===== src/logic/sdd_defines.svh =====
// Purpose: Constants for the delta-sigma input decimation path
// Assumes: 40 MHz system clock
// Notes:   Widths, ratios, counts, reset values, clock period and request codes only; types live in the package
`ifndef SDD_DEFINES_SVH
`define SDD_DEFINES_SVH
`define SDD_SAMPLE_W        24
`define SDD_OSR_BASE        128
`define SDD_OSR_MID         64
`define SDD_OSR_HIGH        32
`define SDD_FILTER_DELAY    63
`define SDD_FIFO_DEPTH      32
`define SDD_CHANNELS        2
`define SDD_CH_W            1
`define SDD_ALIAS_RST_PRIM  1'b1
`define SDD_ALIAS_RST_OTHER 1'b0
`define SDD_CLK_PERIOD_NS   25
`define SDD_REQ_HALF        2'h0
`define SDD_REQ_NOT_EMPTY   2'h1
`define SDD_REQ_QUARTER     2'h2
`define SDD_REQ_FULL        2'h3
`endif


===== src/logic/sdd_pkg.sv =====
// Purpose: Types for the delta-sigma input decimation path
// Assumes: sdd_defines.svh holds the numbers
// Notes:   Band codes follow increasing sample rate
package sdd_pkg;
   typedef enum logic [1:0] {
      SDD_BAND_LOW  = 2'b00,
      SDD_BAND_MID  = 2'b01,
      SDD_BAND_HIGH = 2'b10
   } sdd_band_t;
   typedef enum logic [1:0] {
      SDD_ST_IDLE  = 2'b00,
      SDD_ST_SKIP  = 2'b01,
      SDD_ST_RUN   = 2'b10
   } sdd_state_t;
   typedef struct packed {
      logic        chan;
      logic [23:0] data;
   } sdd_sample_t;
   typedef struct packed {
      sdd_band_t  band;
      logic [3:0] extra_log2;
      logic       alias_en;
      logic       align_en;
   } sdd_cfg_t;
endpackage


===== src/logic/sdd_fifo.sv =====
// Purpose: Shared input FIFO, flip-flop storage
// Assumes: One clock, synchronous active-high reset
// Notes:   Level output feeds the request condition
`timescale 1ns/1ps
module sdd_fifo #(
   parameter int WIDTH = 25,
   parameter int DEPTH = 32,
   parameter int AW    = $clog2(DEPTH)
) (
   // Clock and reset
   input  wire logic             clk_sys,
   input  wire logic             sys_rst,
   // Fill side
   input  wire logic             in_valid,
   output logic                  in_ready,
   input  wire logic [WIDTH-1:0] in_data,
   // Drain side
   output logic                  out_valid,
   input  wire logic             out_ready,
   output logic      [WIDTH-1:0] out_data,
   // Fill level
   output logic      [AW:0]      level
);
   logic [WIDTH-1:0] mem [DEPTH];
   logic [AW-1:0]    wr_ptr;
   logic [AW-1:0]    rd_ptr;
   logic             push;
   logic             pop;
   assign in_ready  = (level != (AW+1)'(DEPTH));
   assign out_valid = (level != '0);
   assign out_data  = mem[rd_ptr];
   assign push      = in_valid && in_ready;
   assign pop       = out_valid && out_ready;
   always_ff @(posedge clk_sys) begin
      if (push) begin
         mem[wr_ptr] <= in_data;
      end
   end
   always_ff @(posedge clk_sys) begin
      if (sys_rst) begin
         wr_ptr <= '0;
         rd_ptr <= '0;
         level  <= '0;
      end else begin
         if (push) begin
            wr_ptr <= (wr_ptr == AW'(DEPTH - 1)) ? '0 : wr_ptr + AW'(1);
         end
         if (pop) begin
            rd_ptr <= (rd_ptr == AW'(DEPTH - 1)) ? '0 : rd_ptr + AW'(1);
         end
         level <= level + (AW+1)'(push) - (AW+1)'(pop);
      end
   end
endmodule


===== src/logic/sdd_decim.sv =====
// Purpose: Delta-sigma input decimation path, modulator bits to 24-bit samples
// Assumes: Modulator bits arrive synchronous to clk_sys with a per-bit strobe
// Notes:   Third-order CIC; cut-off scales with the rate since it is a sinc^3
//          of length equal to the oversample ratio
//
// Summary of operation
// - Modulator runs at power-of-two multiple of output rate, 128 in base case.
// - Filter turns 1-bit stream into 24-bit samples at the selected rate.
// - Low-pass cut-off scales with sample rate, following output Nyquist.
// - Oversample ratio 32, 64 or 128 by rate band.
// - Alias-reject mode acquires internally at a multiple of the requested rate.
// - Alias-reject mode decimates by the same multiple used for oversampling.
// - Extra decimation factors 32 down to 2 by octave.
// - Optional variant adds extra factors 256, 128 and 64.
// - Alias-reject enable resets on for primary variant, off for others.
// - Without alignment, first samples after trigger include filter-delay presamples.
// - With alignment, first delivered sample lines up with the trigger.
// - All input channels write one common FIFO.
// - Transfer requests follow a selectable FIFO fill condition.
// - USB variant has a fixed request condition.
`timescale 1ns/1ps
`include "sdd_defines.svh"
module sdd_decim
   import sdd_pkg::*;
#(
   parameter int   CHANNELS      = `SDD_CHANNELS,
   parameter int   FIFO_DEPTH    = `SDD_FIFO_DEPTH,
   parameter int   FILTER_DELAY  = `SDD_FILTER_DELAY,
   parameter bit   PRIMARY       = 1'b1,
   parameter bit   WIDE_EXTRA    = 1'b0,
   parameter bit   USB_VARIANT   = 1'b0
) (
   // Clock and reset
   input  wire logic                     clk_sys,
   input  wire logic                     sys_rst,
   // Modulator streams
   input  wire logic                     mod_strobe,
   input  wire logic [CHANNELS-1:0]      mod_bit,
   // Control
   input  wire logic                     acq_start,
   input  wire logic                     acq_stop,
   input  wire logic                     dig_trigger,
   input  wire logic [1:0]               rate_band,
   input  wire logic [3:0]               extra_log2,
   input  wire logic                     alias_cfg_we,
   input  wire logic                     low_rate_alias_reject_en,
   input  wire logic                     trigger_delay_align_en,
   input  wire logic [1:0]               req_cond,
   // Host DMA side
   output logic                          dma_req,
   output logic                          rd_valid,
   input  wire logic                     rd_ready,
   output logic [`SDD_SAMPLE_W:0]        rd_data,
   // Status
   output logic                          acq_running,
   output logic                          alias_reject_state,
   output logic                          overflow
);
   localparam int AW = $clog2(FIFO_DEPTH);

   // ------------------------------------------------------------
   // Configuration latch
   // ------------------------------------------------------------
   sdd_cfg_t   cfg;
   sdd_state_t state;
   logic       alias_en;

   // Enable reset value depends on variant
   always_ff @(posedge clk_sys) begin
      if (sys_rst) begin
         alias_en <= PRIMARY ? `SDD_ALIAS_RST_PRIM : `SDD_ALIAS_RST_OTHER;
      end else if (alias_cfg_we && state == SDD_ST_IDLE) begin
         alias_en <= low_rate_alias_reject_en;
      end
   end

   // Settings sampled at start only, so a running filter never sees them move
   always_ff @(posedge clk_sys) begin
      if (sys_rst) begin
         cfg <= '0;
      end else if (state == SDD_ST_IDLE && acq_start) begin
         cfg.band       <= sdd_band_t'(rate_band);
         cfg.alias_en   <= alias_en && rate_band == 2'h0;
         cfg.extra_log2 <= (!WIDE_EXTRA && extra_log2 > 4'h5) ? 4'h5
                         : (extra_log2 > 4'h8 ? 4'h8
                         : (extra_log2 == 4'h0 ? 4'h1 : extra_log2));
         cfg.align_en   <= trigger_delay_align_en;
      end
   end

   // ------------------------------------------------------------
   // Oversample ratio
   // ------------------------------------------------------------
   logic [7:0] osr_m1;
   always_comb begin
      unique case (cfg.band)
         SDD_BAND_HIGH: osr_m1 = 8'(`SDD_OSR_HIGH - 1);
         SDD_BAND_MID:  osr_m1 = 8'(`SDD_OSR_MID - 1);
         default:       osr_m1 = 8'(`SDD_OSR_BASE - 1);
      endcase
   end

   // ------------------------------------------------------------
   // Third-order CIC per channel, shared phase counter
   // ------------------------------------------------------------
   logic [7:0]  phase;
   logic        dump;
   logic [23:0] acc1 [CHANNELS];
   logic [23:0] acc2 [CHANNELS];
   logic [23:0] acc3 [CHANNELS];
   logic [23:0] d1   [CHANNELS];
   logic [23:0] d2   [CHANNELS];
   logic [23:0] d3   [CHANNELS];
   logic [23:0] cic  [CHANNELS];

   assign dump = mod_strobe && phase == osr_m1 && state != SDD_ST_IDLE;

   always_ff @(posedge clk_sys) begin
      if (sys_rst || state == SDD_ST_IDLE) begin
         phase <= '0;
      end else if (mod_strobe) begin
         phase <= (phase == osr_m1) ? '0 : phase + 8'h01;
      end
   end

   // Sinc^3 of length OSR puts its nulls at multiples of the output rate
   for (genvar c = 0; c < CHANNELS; c++) begin : g_cic
      logic [23:0] c1;
      logic [23:0] c2;
      assign c1     = acc3[c] - d1[c];
      assign c2     = c1 - d2[c];
      assign cic[c] = c2 - d3[c];
      always_ff @(posedge clk_sys) begin
         if (sys_rst || state == SDD_ST_IDLE) begin
            acc1[c] <= '0;
            acc2[c] <= '0;
            acc3[c] <= '0;
            d1[c]   <= '0;
            d2[c]   <= '0;
            d3[c]   <= '0;
         end else if (mod_strobe) begin
            acc1[c] <= acc1[c] + {23'h000000, mod_bit[c]};
            acc2[c] <= acc2[c] + acc1[c];
            acc3[c] <= acc3[c] + acc2[c];
            if (dump) begin
               d1[c] <= acc3[c];
               d2[c] <= c1;
               d3[c] <= c2;
            end
         end
      end
   end

   // ------------------------------------------------------------
   // Extra decimation for alias-reject mode
   // ------------------------------------------------------------
   logic [7:0]  ext_cnt;
   logic [7:0]  ext_m1;
   logic        ext_done;
   logic [31:0] ext_sum [CHANNELS];
   logic [23:0] out_word [CHANNELS];
   logic        out_stb;

   assign ext_m1   = cfg.alias_en ? 8'((9'h001 << cfg.extra_log2) - 9'h001) : 8'h00;
   assign ext_done = dump && ext_cnt == ext_m1;

   always_ff @(posedge clk_sys) begin
      if (sys_rst || state == SDD_ST_IDLE) begin
         ext_cnt <= '0;
      end else if (dump) begin
         ext_cnt <= ext_done ? '0 : ext_cnt + 8'h01;
      end
   end

   for (genvar c = 0; c < CHANNELS; c++) begin : g_ext
      logic [31:0] sum_now;
      assign sum_now = ext_sum[c] + {8'h00, cic[c]};
      // Boxcar average over the same factor used to raise the rate
      always_ff @(posedge clk_sys) begin
         if (sys_rst || state == SDD_ST_IDLE) begin
            ext_sum[c]  <= '0;
            out_word[c] <= '0;
         end else if (dump) begin
            ext_sum[c] <= ext_done ? '0 : sum_now;
            if (ext_done) begin
               out_word[c] <= 24'(sum_now >> (cfg.alias_en ? cfg.extra_log2 : 4'h0));
            end
         end
      end
   end

   always_ff @(posedge clk_sys) begin
      if (sys_rst) begin
         out_stb <= 1'b0;
      end else begin
         out_stb <= ext_done;
      end
   end

   // ------------------------------------------------------------
   // Acquisition and trigger alignment
   // ------------------------------------------------------------
   logic [7:0] skip_cnt;
   always_ff @(posedge clk_sys) begin
      if (sys_rst) begin
         state    <= SDD_ST_IDLE;
         skip_cnt <= '0;
      end else begin
         unique case (state)
            SDD_ST_IDLE: begin
               skip_cnt <= '0;
               if (acq_start) begin
                  state <= SDD_ST_SKIP;
               end
            end
            SDD_ST_SKIP: begin
               if (acq_stop) begin
                  state <= SDD_ST_IDLE;
               end else if (!cfg.align_en && dig_trigger) begin
                  state <= SDD_ST_RUN;
               end else if (cfg.align_en && out_stb && skip_cnt != '0) begin
                  if (skip_cnt == 8'(FILTER_DELAY)) begin
                     state <= SDD_ST_RUN;
                  end
                  skip_cnt <= skip_cnt + 8'h01;
               end else if (cfg.align_en && dig_trigger) begin
                  skip_cnt <= 8'h01;
               end
            end
            SDD_ST_RUN: begin
               if (acq_stop) begin
                  state <= SDD_ST_IDLE;
               end
            end
            default: state <= SDD_ST_IDLE;
         endcase
      end
   end

   // ------------------------------------------------------------
   // Channel serialiser into the shared FIFO
   // ------------------------------------------------------------
   logic [CHANNELS-1:0] pend;
   logic                wr_chan;
   logic                fifo_in_ready;
   logic                fifo_out_valid;
   logic [`SDD_SAMPLE_W:0] fifo_out_data;
   logic [AW:0]         level;
   sdd_sample_t         wr_word;

   assign wr_chan = pend[0] ? 1'b0 : 1'b1;
   assign wr_word = '{chan: wr_chan, data: out_word[wr_chan]};

   // A new frame while the previous one is still queued is dropped and flagged
   // Stop also drops a held frame, so nothing stale waits on a full FIFO
   always_ff @(posedge clk_sys) begin
      if (sys_rst || state == SDD_ST_IDLE || acq_stop) begin
         pend     <= '0;
         overflow <= 1'b0;
      end else if (out_stb && state == SDD_ST_RUN) begin
         if (pend != '0) begin
            overflow <= 1'b1;
         end else begin
            pend <= '1;
         end
      end else if (pend != '0 && fifo_in_ready) begin
         pend[wr_chan] <= 1'b0;
      end
   end

   sdd_fifo #(
      .WIDTH (`SDD_SAMPLE_W + 1),
      .DEPTH (FIFO_DEPTH)
   ) u_fifo (
      .clk_sys   (clk_sys),
      .sys_rst   (sys_rst),
      .in_valid  (pend != '0),
      .in_ready  (fifo_in_ready),
      .in_data   (wr_word),
      .out_valid (fifo_out_valid),
      .out_ready (rd_ready && rd_valid),
      .out_data  (fifo_out_data),
      .level     (level)
   );

   // ------------------------------------------------------------
   // DMA request and outputs
   // ------------------------------------------------------------
   logic       next_dma_req;
   logic [1:0] cond;
   assign cond = USB_VARIANT ? `SDD_REQ_NOT_EMPTY : req_cond;
   always_comb begin
      unique case (cond)
         `SDD_REQ_NOT_EMPTY: next_dma_req = level != '0;
         `SDD_REQ_QUARTER:   next_dma_req = level >= (AW+1)'(FIFO_DEPTH / 4);
         `SDD_REQ_FULL:      next_dma_req = level == (AW+1)'(FIFO_DEPTH);
         default:            next_dma_req = level >= (AW+1)'(FIFO_DEPTH / 2);
      endcase
   end

   // Registered view of FIFO head; holds until taken so valid/data stay stable
   always_ff @(posedge clk_sys) begin
      if (sys_rst) begin
         dma_req            <= 1'b0;
         acq_running        <= 1'b0;
         alias_reject_state <= 1'b0;
         rd_valid           <= 1'b0;
         rd_data            <= '0;
      end else begin
         dma_req            <= next_dma_req;
         acq_running        <= state != SDD_ST_IDLE;
         alias_reject_state <= alias_en;
         if (!rd_valid || rd_ready) begin
            rd_valid <= fifo_out_valid && !(rd_valid && rd_ready);
            rd_data  <= fifo_out_data;
         end
      end
   end
endmodule


===== config.mk =====
export PLATFORM = sky130hd
export DESIGN_NAME = sdd_decim
export DESIGN_NICKNAME = d
export VERILOG_FILES = /design/src/logic/sdd_pkg.sv /design/src/logic/sdd_fifo.sv /design/src/logic/sdd_decim.sv
export VERILOG_INCLUDE_DIRS = /design/src /design/src/logic
export SDC_FILE = /design/constraint.sdc
export NUM_CORES = 2
export LEC_CHECK = 0
export BUFFER_PORTS_ARGS = -buffer_cell sky130_fd_sc_hd__buf_2
export CORE_ASPECT_RATIO = 0.75
export CORE_UTILIZATION = 45
export CTS_BUF_LIST = sky130_fd_sc_hd__clkbuf_16
export CTS_CLUSTER_DIAMETER = 50
export DETAILED_ROUTE_END_ITERATION = 16
export GPL_TIMING_DRIVEN = 0
export SKIP_CTS_REPAIR_TIMING = 1
export SLEW_MARGIN = 20
export SYNTH_ARGS = -nofsm -noshare
export SYNTH_HDL_FRONTEND = slang
export SYNTH_SLANG_ARGS = --single-unit

===== constraint.sdc =====
create_clock -name clk_sys -period 7.26 [get_ports clk_sys]
set_input_delay 0.726 -clock clk_sys [delete_from_list [all_inputs] [get_ports clk_sys]]
set_output_delay 0.726 -clock clk_sys [all_outputs]
set_load 0.1 [all_outputs]

# Word-level counts from Yosys, hierarchy flattened
# Memories as Yosys holds them, arrays and structs flattened. A register that Yosys moved wholly into a read port is not among the register bits.
# Cells that the tools add are included.
# op_classes
add_sub_neg,22
shift,3
mux,64
eq_ne,22
magnitude_cmp,6
n_reduce_logical,35
n_bitwise,18
# ops
operator,n
two-way mux 24 bit,14
subtractor 24 bit,6
two-way mux 32 bit,4
adder 24 bit,4
adder 32 x 24 -> 32 bit,2
>> shifter 32 x 4 -> 24 bit,2
two-way mux 8 bit,7
adder 24 x 1 -> 24 bit,2
"adder 8 x 1 -> 8 bit, second input constant",3
two-way mux 1 bit,19
two-way mux 2 bit,9
== test 8 bit,2
logical AND 1 bit,16
two-way mux 4 bit,4
OR 1 bit,16
one-hot mux 8 bit (2 select lines),1
one-hot mux 7 bit (2 select lines),1
"adder 5 x 1 -> 5 bit, second input constant",2
"== test 5 bit, second input constant",2
two-way mux 5 bit,2
"!= test 2 bit, second input constant",5
"== test 2 bit, second input constant",4
"== test 8 x 6 -> 1 bit, second input constant",1
"!= test 4 bit, second input constant",2
28 further kinds,40
# word_totals
out_inout_bits,30
register_bits,59
mem_bits_rw,1200
n_memories,9
word_cells,198
in_bits,20
# memory_table
name,words,word_bits,rd,rd_clocked_by_memory_dff,write_ports,line,text
u_fifo.mem,32,25,1,1,1,sdd_fifo.sv:24,logic [WIDTH-1:0] mem [DEPTH];
ext_sum,2,32,2,0,2,sdd_decim.sv:160,logic [31:0] ext_sum [CHANNELS];
acc1,2,24,2,0,2,sdd_decim.sv:108,logic [23:0] acc1 [CHANNELS];
acc2,2,24,2,0,2,sdd_decim.sv:109,logic [23:0] acc2 [CHANNELS];
acc3,2,24,2,0,2,sdd_decim.sv:110,logic [23:0] acc3 [CHANNELS];
d1,2,24,2,0,2,sdd_decim.sv:111,logic [23:0] d1 [CHANNELS];
+3 memories,n/a,n/a,n/a,n/a,n/a,n/a,

# Depth between registers and ports, before layout
# depth
ltp_word,11
mapped_depth,42
mapped_depth_nobuf,42

# Cells and area by module
# Synthesis repeated with hierarchy kept, for this count alone.
# hier_totals
hier_cells,5374
area_unflattened_um2,66301.1
# by_module_without_submodules
module,cells_each,n_inst,area_per_inst_um2,seq_area_each_um2
sdd_decim,3789,1,34724.6,13372.8
sdd_fifo,1585,1,31576.5,24443.4

# Worst setup path after synthesis
# No wires, ideal clock.
# synth_timing
kind,register to register
start,memory acc3[0][0]
end,"memory out_word[0][16], data pin"
t_arrival_ns,7.705
synth_period_minus_slack_ns,7.975
required_ns,6.990
setup_ns,0.270
n_path_buf,1
path_slack_ns,-0.715
path_stages_with_launch,42
path_cell_list,edfxtp_1 inv_1 ha_1 inv_1 fa_1 a21o_1 a21o_1 a21oi_1 o21ai_0 a21oi_1 o21ai_0 a21o_1 a21oi_1 xnor2_1 ha_1 and3_1 a211oi_1 o21ai_1 [6 not listed] a21oi_1 a21o_1 and2_1 o21a_1 o41ai_2 xnor2_1 ha_1 clkbuf_1 and4_1 o21ai_0 a21oi_1 o21a_1 o211a_1 xnor2_2 o2111ai_1 or3_1 o211ai_1 a21oi_1
# synth_rtl
element,line,text
start: declaration,sdd_decim.sv:110,
end: declaration,sdd_decim.sv:161,logic [23:0] out_word [CHANNELS];

==> impl_results.md <==
* Initial Utilization at roughly 45%
* First-pass GRT wire length at approximately 250000 um
* Synth warn at 0
* PwrDens at roughly 410 mW/mm2
* Tightest Pin Transition at ~1200 ps
* Io pins at 50
* CP arrival at 8770 ps
* Fmax at approximately 0.12 GHz
* Register clock-pin slew on the reported worst setup and hold paths at 60 ps
* Max Slew Vio Count at 0
* Hold/Removal Path Class: primary input to register
* Max-cap violations at 0
* Final Setup Violations at 45
* Worst EP required at ~7700 ps
* Unrepaired setup endpoints after global routing: yes
* Final worst path period need at approximately 8300 ps
* P&R area growth vs syn at 17.9%
* Crit path top cell by count: a21oi_2
* Num CTS Buffers at roughly 140
* Aggregate global routing overflow at 0
* Clock Tree Buf Depth at 3
* CTS H-tree depth at 4
* R2R setup slack at -1050 ps
* CP startpoint kind: register
* Slowest cell on the critical path: o311ai_4
* Initial DRT Pass Iterations at 6
* CP max FO at 5
* Outcome: finished with violations
* Synth Instances at just under 5000
* Peak supply drop at around 0.00039 V
* PnR worst setup slack at -1050 ps
* Clk Tree Root Cell: clkbuf_16
* Pin count of the biggest net entering global routing at 55
* Most frequent cells in the layout: edfxtp_1 (1200), nor2_1 (447), ha_1 (276)
* WL per Instance at about 23 um
* CTS tree: done
* Synth Cell Area at about 0.065 mm2
* PnR Total Power at 31.8 mW
* Synth cell types at a little over 90
* Routability cong. at 0.968
* Post-synth ARST share at 0%
* Core box area at between 0.1 and 0.15 mm2
* Vias in the first global route at approximately 40000
* Share of layout cells above drive strength 1 at 21.0%
* Failing checks: negative setup slack
* Setup Skew at between 40 and 50 ps
* Vert. Die Dim at roughly 330 um
* Vias at ~42000
* Global Route Usage Sum at between 20% and 30%
* Most common cell after layout, fill and taps aside: edfxtp_1
* Seq/Total Area, Yosys at between 50% and 60%
* Clk sinks at around 1300
* Wirelength, routed at around 170000 um
* Final #Nets at approximately 5600
* WHS Path Cells at 2
* Rel. slew slack at between 20% and 30%
* DR DRC count at 0
* Worst R2R Path Depth at 40
* Final Hold Fails at 0
* Final ANT Viol Nets at 0
* Critical Path Max Stage Delay at about 440 ps
* IO buf count at 48
* Mapped Nets at around 5200
* Post-DP HPWL at between 100000 and 150000 um
* Post-synthesis average cell area at 13.3 um2
* Crit share post-route at 114%
* Die Span X at between 400 and 500 um
* Clock Latency Late Sink at 790 ps
* Die area at approximately 0.15 mm2
* Initial antenna violation count at 2
* Setup WS pre-CTS at -2100 ps
* Critical path class: register to register
* Leak at 27.7 nW
* Post-synth EDFFs at 1200
* Initial DRC Count at roughly 4400
* Post-Route Utilization at between 50% and 60%
* CP endpoint kind: register
* Post-synthesis register bit count at around 1300
* Num rows at between 100 and 150
* DR vias/cell at 5.79
* Top_reg_cell synth: edfxtp_1
power by group:
group	switching [mW]	internal, mW	total (mW)
clock	3.15	4.21	7.36
sequential	0.0990	8.24	8.34
combinational	9.40	6.68	16.1
total	12.6	19.1	31.8
registers in the layout, indices dropped and copies added, names as in the netlist, 2 cells and up:
name	count
u_fifo.mem	800
ext_sum	64
acc1	48
acc2	48
acc3	48
d1	48
d2	48
d3	48
out_word	48
rd_data	25
cfg	8
ext_cnt	8
phase	8
skip_cnt	8
u_fifo.level	6
u_fifo.rd_ptr	5
u_fifo.wr_ptr	5
pend	2
state	2
worst paths after layout:
check | start | to
worst max-delay path | acc3[0][0] | out_word[0][16]
worst min-delay path | rd_ready | rd_valid
worst max register to register | acc3[0][0] | out_word[0][16]
worst min register to register | alias_en | alias_reject_state
synth_stat cells, types with 84 or more instances:
library cell | count | area (um2)
o21ai_0 | 152 | 761
dfxtp_1 | 84 | 1680
inv_1 | 226 | 848
nand2_1 | 229 | 860
nor2_1 | 492 | 1850
clkbuf_1 | 151 | 567
xnor2_1 | 176 | 1540
and2_1 | 152 | 951
edfxtp_1 | 1200 | 36000
ha_1 | 308 | 3850
a21oi_1 | 275 | 1380
a21o_1 | 101 | 758
xor2_1 | 155 | 1360
mux4_2 | 253 | 5700
per-layer routing:
| metal | GRT usage, % | routed length (um) |
|---|---|---|
| met1 | 36.7 | 82500 |
| met2 | 30.7 | 68500 |
| met3 | 4.60 | 14400 |
| met4 | 5.87 | 3340 |
| met5 | 0 | 0 |
through the flow:
step | TNS [ps] | cell area [um2] | hold slack, ps | std cells
finish | -26520 | 76600 | 172 | 7237
floorplan | -793 | 65100 | 436 | 4886
global placement | -169140 | 67700 | 467 | 6825
CTS | -77530 | 73700 | 112 | 7133
global route | -49440 | 76600 | 157 | 7234
detailed placement | -73290 | 68900 | 473 | 6872
worst max-delay path, delay by kind of cell (launching register included):
| family | cells | cell delay (ps) |
|---|---|---|
| buf+inv | 2 | 130 |
| flops | 1 | 410 |
| compound gates | 21 | 3720 |
| xor+xnor | 4 | 940 |
| simple gates | 8 | 1430 |
| fa+ha+maj | 5 | 1370 |
cell type report:
type                    instances  area, um2
diodes                          3       7.51
plain buffers                 188        752
clock buffers                 144       3600
clock inverters               117       1180
fillers                     11700      66400
inverters                     228        856
multi-input cells            3185      28200
flip-flops and latches       1284      37700
well taps                    1891       2370
repair buffers                197       2010
cells by family after synthesis:
kind of cell | synth area share (%)
AO/OA/AOI/OAI | 8.89
buffers and inverters | 2.42
flip-flops | 58.0
multiplexers | 10.3
AND/OR/NAND/NOR | 9.49
XOR/XNOR | 4.52
adder cells (fa/ha/maj) | 6.33
Power figures use the tool's default switching activity.
